===== config.mk =====
export PLATFORM = sky130hd
export DESIGN_NAME = dmacsf_status_flags
export DESIGN_NICKNAME = d
export VERILOG_FILES = /design/src/dmacsf_pkg.sv /design/src/dmacsf_status_flags.sv
export SDC_FILE = /design/constraint.sdc
export NUM_CORES = 1
export LEC_CHECK = 0
export ABC_CLOCK_PERIOD_IN_PS = 1700
export BUFFER_PORTS_ARGS = -buffer_cell sky130_fd_sc_hd__buf_2
export CAP_MARGIN = 20
export CORE_MARGIN = 2
export CORE_UTILIZATION = 42
export CTS_CLUSTER_DIAMETER = 40
export DETAILED_ROUTE_END_ITERATION = 10
export PLACE_DENSITY = 0.82
export SYNTH_ARGS = -nofsm -noshare
export SYNTH_HDL_FRONTEND = slang
export SYNTH_SLANG_ARGS = --single-unit

===== constraint.sdc =====
create_clock -name clk_sys -period 1.7 [get_ports clk_sys]
set_input_delay 0.17 -clock clk_sys [delete_from_list [all_inputs] [get_ports clk_sys]]
set_output_delay 0.17 -clock clk_sys [all_outputs]
set_load 0.02 [all_outputs]

===== src/dmacsf_pkg.sv =====
package dmacsf_pkg;

    // register map, byte addresses
    localparam int ADDR_W = 8;
    localparam int DATA_W = 32;
    localparam logic [ADDR_W-1:0] OFS_STATUS = 8'h00;
    localparam logic [ADDR_W-1:0] OFS_CLEAR = 8'h04;
    localparam logic [ADDR_W-1:0] OFS_IRQ_PEND = 8'h08;
    localparam logic [ADDR_W-1:0] OFS_IRQ_MASK = 8'h0C;

    // channel layout: four flags per channel, channel 0 at bit 0
    localparam int NUM_CH = 8;
    localparam int CH_BITS = 4;
    localparam int FLD_ANY = 0;
    localparam int FLD_DONE = 1;
    localparam int FLD_HALF = 2;
    localparam int FLD_ERR = 3;

    // flag positions held by this slice
    localparam int CHAN2_ERROR_FLAG = 11;
    localparam int CHAN3_ANY_EVENT_FLAG = 12;
    localparam int CHAN3_DONE_FLAG = 13;
    localparam int CHAN3_HALFWAY_FLAG = 14;
    localparam int CHAN3_ERROR_FLAG = 15;
    localparam int CHAN4_ANY_EVENT_FLAG = 16;
    localparam int CHAN4_DONE_FLAG = 17;
    localparam int CHAN4_HALFWAY_FLAG = 18;
    localparam int CHAN4_ERROR_FLAG = 19;
    localparam int CHAN5_ANY_EVENT_FLAG = 20;

    // bits 11..20 are implemented, all others read as zero
    localparam logic [DATA_W-1:0] SLICE_MASK = 32'h001F_F800;
    localparam logic [DATA_W-1:0] RESET_FLAGS = 32'h0000_0000;
    localparam logic [DATA_W-1:0] RESET_MASK = 32'h0000_0000;
    localparam logic [DATA_W-1:0] ZERO_WORD = 32'h0000_0000;

    // per-channel strobes from the transfer engine
    typedef struct packed {
        logic transferDoneEvent;
        logic halfwayEvent;
        logic transferErrorEvent;
    } dmacsf_evt_t;

    // register port request
    typedef struct packed {
        logic wrEn;
        logic rdEn;
        logic [ADDR_W-1:0] addr;
        logic [DATA_W-1:0] wdata;
    } dmacsf_req_t;

endpackage : dmacsf_pkg


===== src/dmacsf_status_flags.sv =====
// Our own choices: the strobed register port and the register offsets.
`timescale 1ns/1ps
module dmacsf_status_flags (
    // clock and reset
    input wire logic clk_sys,
    input wire logic reset_n,
    // channel event strobes, one-cycle pulses
    input wire dmacsf_pkg::dmacsf_evt_t [dmacsf_pkg::NUM_CH-1:0] chanEvent,
    // register port
    input wire dmacsf_pkg::dmacsf_req_t busReq,
    output logic [dmacsf_pkg::DATA_W-1:0] rdData_r,
    // interrupt and flag view
    output logic irq_r,
    output logic [dmacsf_pkg::DATA_W-1:0] statusFlag_r
);

    logic [dmacsf_pkg::DATA_W-1:0] setBits;
    logic [dmacsf_pkg::DATA_W-1:0] clrBits;
    logic [dmacsf_pkg::DATA_W-1:0] statusFlag_nxt;
    logic [dmacsf_pkg::DATA_W-1:0] irqPend_r;
    logic [dmacsf_pkg::DATA_W-1:0] irqPend_nxt;
    logic [dmacsf_pkg::DATA_W-1:0] irqMask_r;
    logic [dmacsf_pkg::DATA_W-1:0] rdMux;
    wire hitStatus = busReq.addr == dmacsf_pkg::OFS_STATUS;
    wire hitClear = busReq.addr == dmacsf_pkg::OFS_CLEAR;
    wire hitPend = busReq.addr == dmacsf_pkg::OFS_IRQ_PEND;
    wire hitMask = busReq.addr == dmacsf_pkg::OFS_IRQ_MASK;
    wire clrWrite = busReq.wrEn && hitClear;
    wire pendRead = busReq.rdEn && hitPend;

    // per-channel set and clear terms in the shared four-bit layout
    for (genvar c = 0; c < dmacsf_pkg::NUM_CH; c++) begin : g_chan
        localparam int B = c * dmacsf_pkg::CH_BITS;
        wire grpClr = clrWrite && busReq.wdata[B + dmacsf_pkg::FLD_ANY];
        assign setBits[B + dmacsf_pkg::FLD_DONE] =
            chanEvent[c].transferDoneEvent;
        assign setBits[B + dmacsf_pkg::FLD_HALF] =
            chanEvent[c].halfwayEvent;
        assign setBits[B + dmacsf_pkg::FLD_ERR] =
            chanEvent[c].transferErrorEvent;
        // any-event follows all three strobes
        assign setBits[B + dmacsf_pkg::FLD_ANY] =
            chanEvent[c].transferDoneEvent | chanEvent[c].halfwayEvent |
            chanEvent[c].transferErrorEvent;
        // a one on the any-event clear bit sweeps the whole group
        for (genvar f = 0; f < dmacsf_pkg::CH_BITS; f++) begin : g_fld
            assign clrBits[B + f] =
                grpClr || (clrWrite && busReq.wdata[B + f]);
        end
    end

    // set dominates clear so a coincident event is never lost
    assign statusFlag_nxt = ((statusFlag_r & ~clrBits) | setBits) &
        dmacsf_pkg::SLICE_MASK;
    // pending bits record new flag events; a read clears, set still wins
    assign irqPend_nxt = ((pendRead ? dmacsf_pkg::ZERO_WORD : irqPend_r) |
        setBits) & dmacsf_pkg::SLICE_MASK;
    // read selection; unmapped addresses and the clear register read zero
    assign rdMux = hitStatus ? statusFlag_r :
        hitPend ? irqPend_r :
        hitMask ? irqMask_r : dmacsf_pkg::ZERO_WORD;

    // flags: only hardware sets, status writes are not decoded
    always_ff @(posedge clk_sys) begin
        if (!reset_n) begin
            statusFlag_r <= dmacsf_pkg::RESET_FLAGS;
        end else begin
            statusFlag_r <= statusFlag_nxt;
        end
    end

    // interrupt pending, mask and output
    always_ff @(posedge clk_sys) begin
        if (!reset_n) begin
            irqPend_r <= dmacsf_pkg::RESET_FLAGS;
            irqMask_r <= dmacsf_pkg::RESET_MASK;
            irq_r <= 1'b0;
        end else begin
            irqPend_r <= irqPend_nxt;
            if (busReq.wrEn && hitMask) begin
                irqMask_r <= busReq.wdata & dmacsf_pkg::SLICE_MASK;
            end
            irq_r <= |(irqPend_r & irqMask_r); // one cycle behind pending
        end
    end

    // read data valid only in the cycle after the strobe
    always_ff @(posedge clk_sys) begin
        if (!reset_n) begin
            rdData_r <= dmacsf_pkg::ZERO_WORD;
        end else begin
            rdData_r <= busReq.rdEn ? rdMux : dmacsf_pkg::ZERO_WORD;
        end
    end
endmodule : dmacsf_status_flags


==> results by stage <==
Run status:
- The flow ran to the end, and the final reports show no timing, DRC or antenna violations.

Yosys:
- For this run, the number of Yosys warnings is 0.
- In this run the mean area of a mapped cell was 8.594 um2.
- After synthesis the netlist holds a flip-flop and latch count of 41.
- The post-synth design cell area is 2097 um2.
- The synthesized design spends more area on one cell type than any other, namely sky130_fd_sc_hd__dfxtp_1.
- The share of async-settable or async-resettable flops after synthesis is 0%.
- The post-synthesis sequential area ratio is 39.14%.
- In this run, synthesis inferred 0 flip-flops with an integrated enable.
- By area the synthesized netlist is led by sky130_fd_sc_hd__dfxtp_1 39%, sky130_fd_sc_hd__buf_4 16%, sky130_fd_sc_hd__mux2i_1 9.5%.
- Among all flip-flop cells after synthesis, the most frequent one is sky130_fd_sc_hd__dfxtp_1.
- Among all cell types in the netlist, the one instantiated most often is sky130_fd_sc_hd__buf_4.
- After technology mapping, the gate count stands at 244.
- The area share of the largest cell type after synthesis is 39.14%.
- After synthesis, the most frequently instantiated cells are 44 x sky130_fd_sc_hd__buf_4, 41 x sky130_fd_sc_hd__dfxtp_1, 23 x sky130_fd_sc_hd__nor2_1.
- The unique cell type count in the Yosys netlist is 29.

Routing:
- The number of iterations in the first detailed-routing pass is 4.
- The routed wirelength normalized by instance count is 12.57 um.
- The via density per instance is 4.851.
- The total number of vias is 1785.
- The violation count after the first detailed-route iteration is 91.
- The post-detailed-routing wire length is 4626 um.
- The post-route antenna net violation count is 0.
- In the routed design, unresolved DRC markers number 0.

Floorplan:
- The I/O pin total is 133.
- The core outline area is 4755 um2.
- In this run the horizontal extent of the chip is 74.66 um.
- The initial core utilization is 44.11%.
- The die covers 5574 um2.
- The row count is 25.
- The height of the die is 74.66 um.

Global routing:
- The global-route met1 utilization is 20.17%.
- In the global route stage, met2 resource usage came out at 27.14%.
- The layer flagged by global routing as most heavily used is met2.
- The global-route wire length before repair is 7058 um.
- For this run, the total global-route usage over all layers was measured as 16.67%.
- After global routing the overflow that remains totals 0.
- The initial antenna violation count is 0.
- The largest net degree at the start of global routing is 31.
- Global routing consumed, on the met3 layer, 4.819% of the routing resources.
- The number of global-route vias before repair is 1564.

Place:
- In this run the cell area measured after placement is 2301 um2.
- The count of buffers added on input and output ports is 53.
- Routability-driven placement finished with a final weighted congestion of 0.7909.
- The placed instance count is 361.
- The placed wire-length estimate after detailed placement is 3475 um.

Setup path:
- STA classifies the critical path endpoint as a flop.
- The worst stage delay on the critical path is 0.55 ns.
- The peak fanout along the critical path is 5.
- Data on the critical path arrives at its endpoint at 1.35 ns.
- On the critical path, the stage with the largest delay is an instance of sky130_fd_sc_hd__or4_4.
- STA classifies the critical path startpoint as an input pin.
- At the worst endpoint, the required time is 1.88 ns.
- The signal on the critical path passes through buf_2 -> or4_4 -> nor4_4 -> buf_4 -> a31oi_1.
- The total buffers and inverters traversed by the critical path is 2.
- The worst setup path is of the in2reg kind.
- In this design, the largest share of critical-path delay is due to simple AND/OR/NAND/NOR gates.

Timing:
- Setup repair after global routing left no endpoint under its margin.
- The final-report hold violation count is 0.
- Adding up every negative setup slack in the final design gives 0 ns.
- The shortest period the worst path allows is 1.177 ns.
- Setup violations remaining at the end of the flow were counted as 0.
- Timing would allow up to 849.8 MHz.
- The number of pins exceeding their max-slew limit in the final report was 0.
- The worst clock skew is 0.003222 ns.
- The post-route fraction of the period consumed by the critical path is 69.22%.

Layout:
- Relative to the synthesized area, the layout overhead comes to 14.68%.
- The post-route cell area is 2405 um2.
- The share of final-layout standard cells stronger than drive strength 1 is 24.58%.
- The filler cells instantiated in the layout total 468.
- The total inserted antenna cells is 0.
- The net count of the finished layout is 369.
- Once layout is complete, the cells apart from fillers number 368.

Clock network:
- The clock root buffer is sky130_fd_sc_hd__clkbuf_8.
- The H-tree was split into 2 levels.
- The total number of clock tree sinks is 41.
- The insertion delay to the later sink of the worst-skew pair is 0.30 ns.
- In this run, post-CTS hold repair placed 0 buffers.
- The maximum clock path buffer count is 2.
- Post-CTS timing repair inserted 0 buffers for setup.
- Post-CTS repair changed the size of 0 cells.
- Clock-pin slew was measured on the worst setup and hold paths at 0.07 ns.
- TritonCTS created 5 clock buffers.
- TritonCTS built the clock tree.

Power:
- The total power density per cell area is 871.4 nW/um2.
- The maximum vdd ir drop is 0.3760 mV.
- The leakage dissipation is 1.117 nW.

Worst hold path:
- The worst hold path class is in2reg.

Job:
- The number of max-capacitance violations reported is 0.
-- per-stage QoR --
step	util [%]	setup WS (ns)	hold slack, ns	total power, mW
final	50.58	0.5233	0.06511	2.096
after global placement	48.39	0.2368	0.3699	1.355
after detailed placement	48.39	0.2122	0.3755	1.362
after CTS	50.58	0.5226	0.05941	2.103
after floorplan	-	0.3230	0.2708	1.336
after global routing	50.58	0.4744	0.06767	2.174
-- metal layers --
metal / wire length [um] / part of all wire, %
met1: 1936 / 42
met2: 2191 / 47
met3: 422 / 9.1
met4: 77 / 1.7
met5: 0 / 0
-- final timing paths --
kind                                     from          endpoint  slack, ns  depth (start not counted)
worst max register to register  irqPend_r[12]             irq_r       0.61                          3
worst max-delay path               busReq[37]  statusFlag_r[16]       0.52                          5
worst min-delay path               busReq[20]  statusFlag_r[20]       0.07                          2
worst min register to register  irqMask_r[12]     irqMask_r[12]       0.48                          2
-- final cells by class --
| cell class | instances | area [um2] | area share [%] |
|---|---|---|---|
| clock buffers | 5 | 68.82 | 2.862 |
| clock inverters | 2 | 35.03 | 1.457 |
| inverters | 8 | 30.03 | 1.249 |
| multi-input cells | 183 | 1033 | 42.98 |
| flip-flops and latches | 41 | 820.8 | 34.13 |
| well taps | 67 | 83.83 | 3.486 |
| repair buffers | 62 | 332.8 | 13.84 |
-- worst reg2reg max path, stage by stage (launching register included) --
cell and delay, ns:
sky130_fd_sc_hd__dfxtp_1 0.32, sky130_fd_sc_hd__a22o_1 0.23, sky130_fd_sc_hd__a221oi_1 0.27, sky130_fd_sc_hd__a31oi_1 0.15
-- layout by cell type, fill, tap and decap left out, drive strengths merged --
master   synthesis  layout
a21oi            9       9
a221oi           2       2
a22o             2       2
a22oi            1       1
a2bb2oi          8       8
a31oi            7       7
a41oi            7       7
and2             2       2
and4             1       1
buf             46      62
bufinv           0       1
clkbuf           9       5
clkinv           0       1
conb             1      44
dfxtp           41      41
inv              8       8
mux2i           20      20
nand2           22      22
nand3b           1       1
nand4            1       1
nor2            23      23
nor2b            1       1
nor3             4       4
nor4             2       2
o21ai           20      20
or2              2       2
or3              3       3
or4              1       1
-- where the power goes --
group	total, mW	internal, mW	switching (mW)	leakage, nW
registers	1.02	0.994	0.0266	0.337
clock network	0.752	0.426	0.325	0.0540
logic	0.323	0.102	0.221	0.725
total	2.10	1.52	0.573	1.12
-- cell families (layout without fill, tap and decap cells) --
family,Yosys count,after routing,share of synthesized area [%]
AO/OA/AOI/OAI,56,56,17.30
buffers and inverters,63,77,19.27
multiplexers,20,20,9.546
AND/OR/NAND/NOR,63,63,14.56
flip-flops,41,41,39.14
other,1,44,0.1788
-- sequential cells by signal, indices dropped and copies added, names as in the netlist --
signal	count
irq_r	1
irqPend_r	10
rdData_r	10
irqMask_r	10
statusFlag_r	10
(Power assumes the default switching activity.)
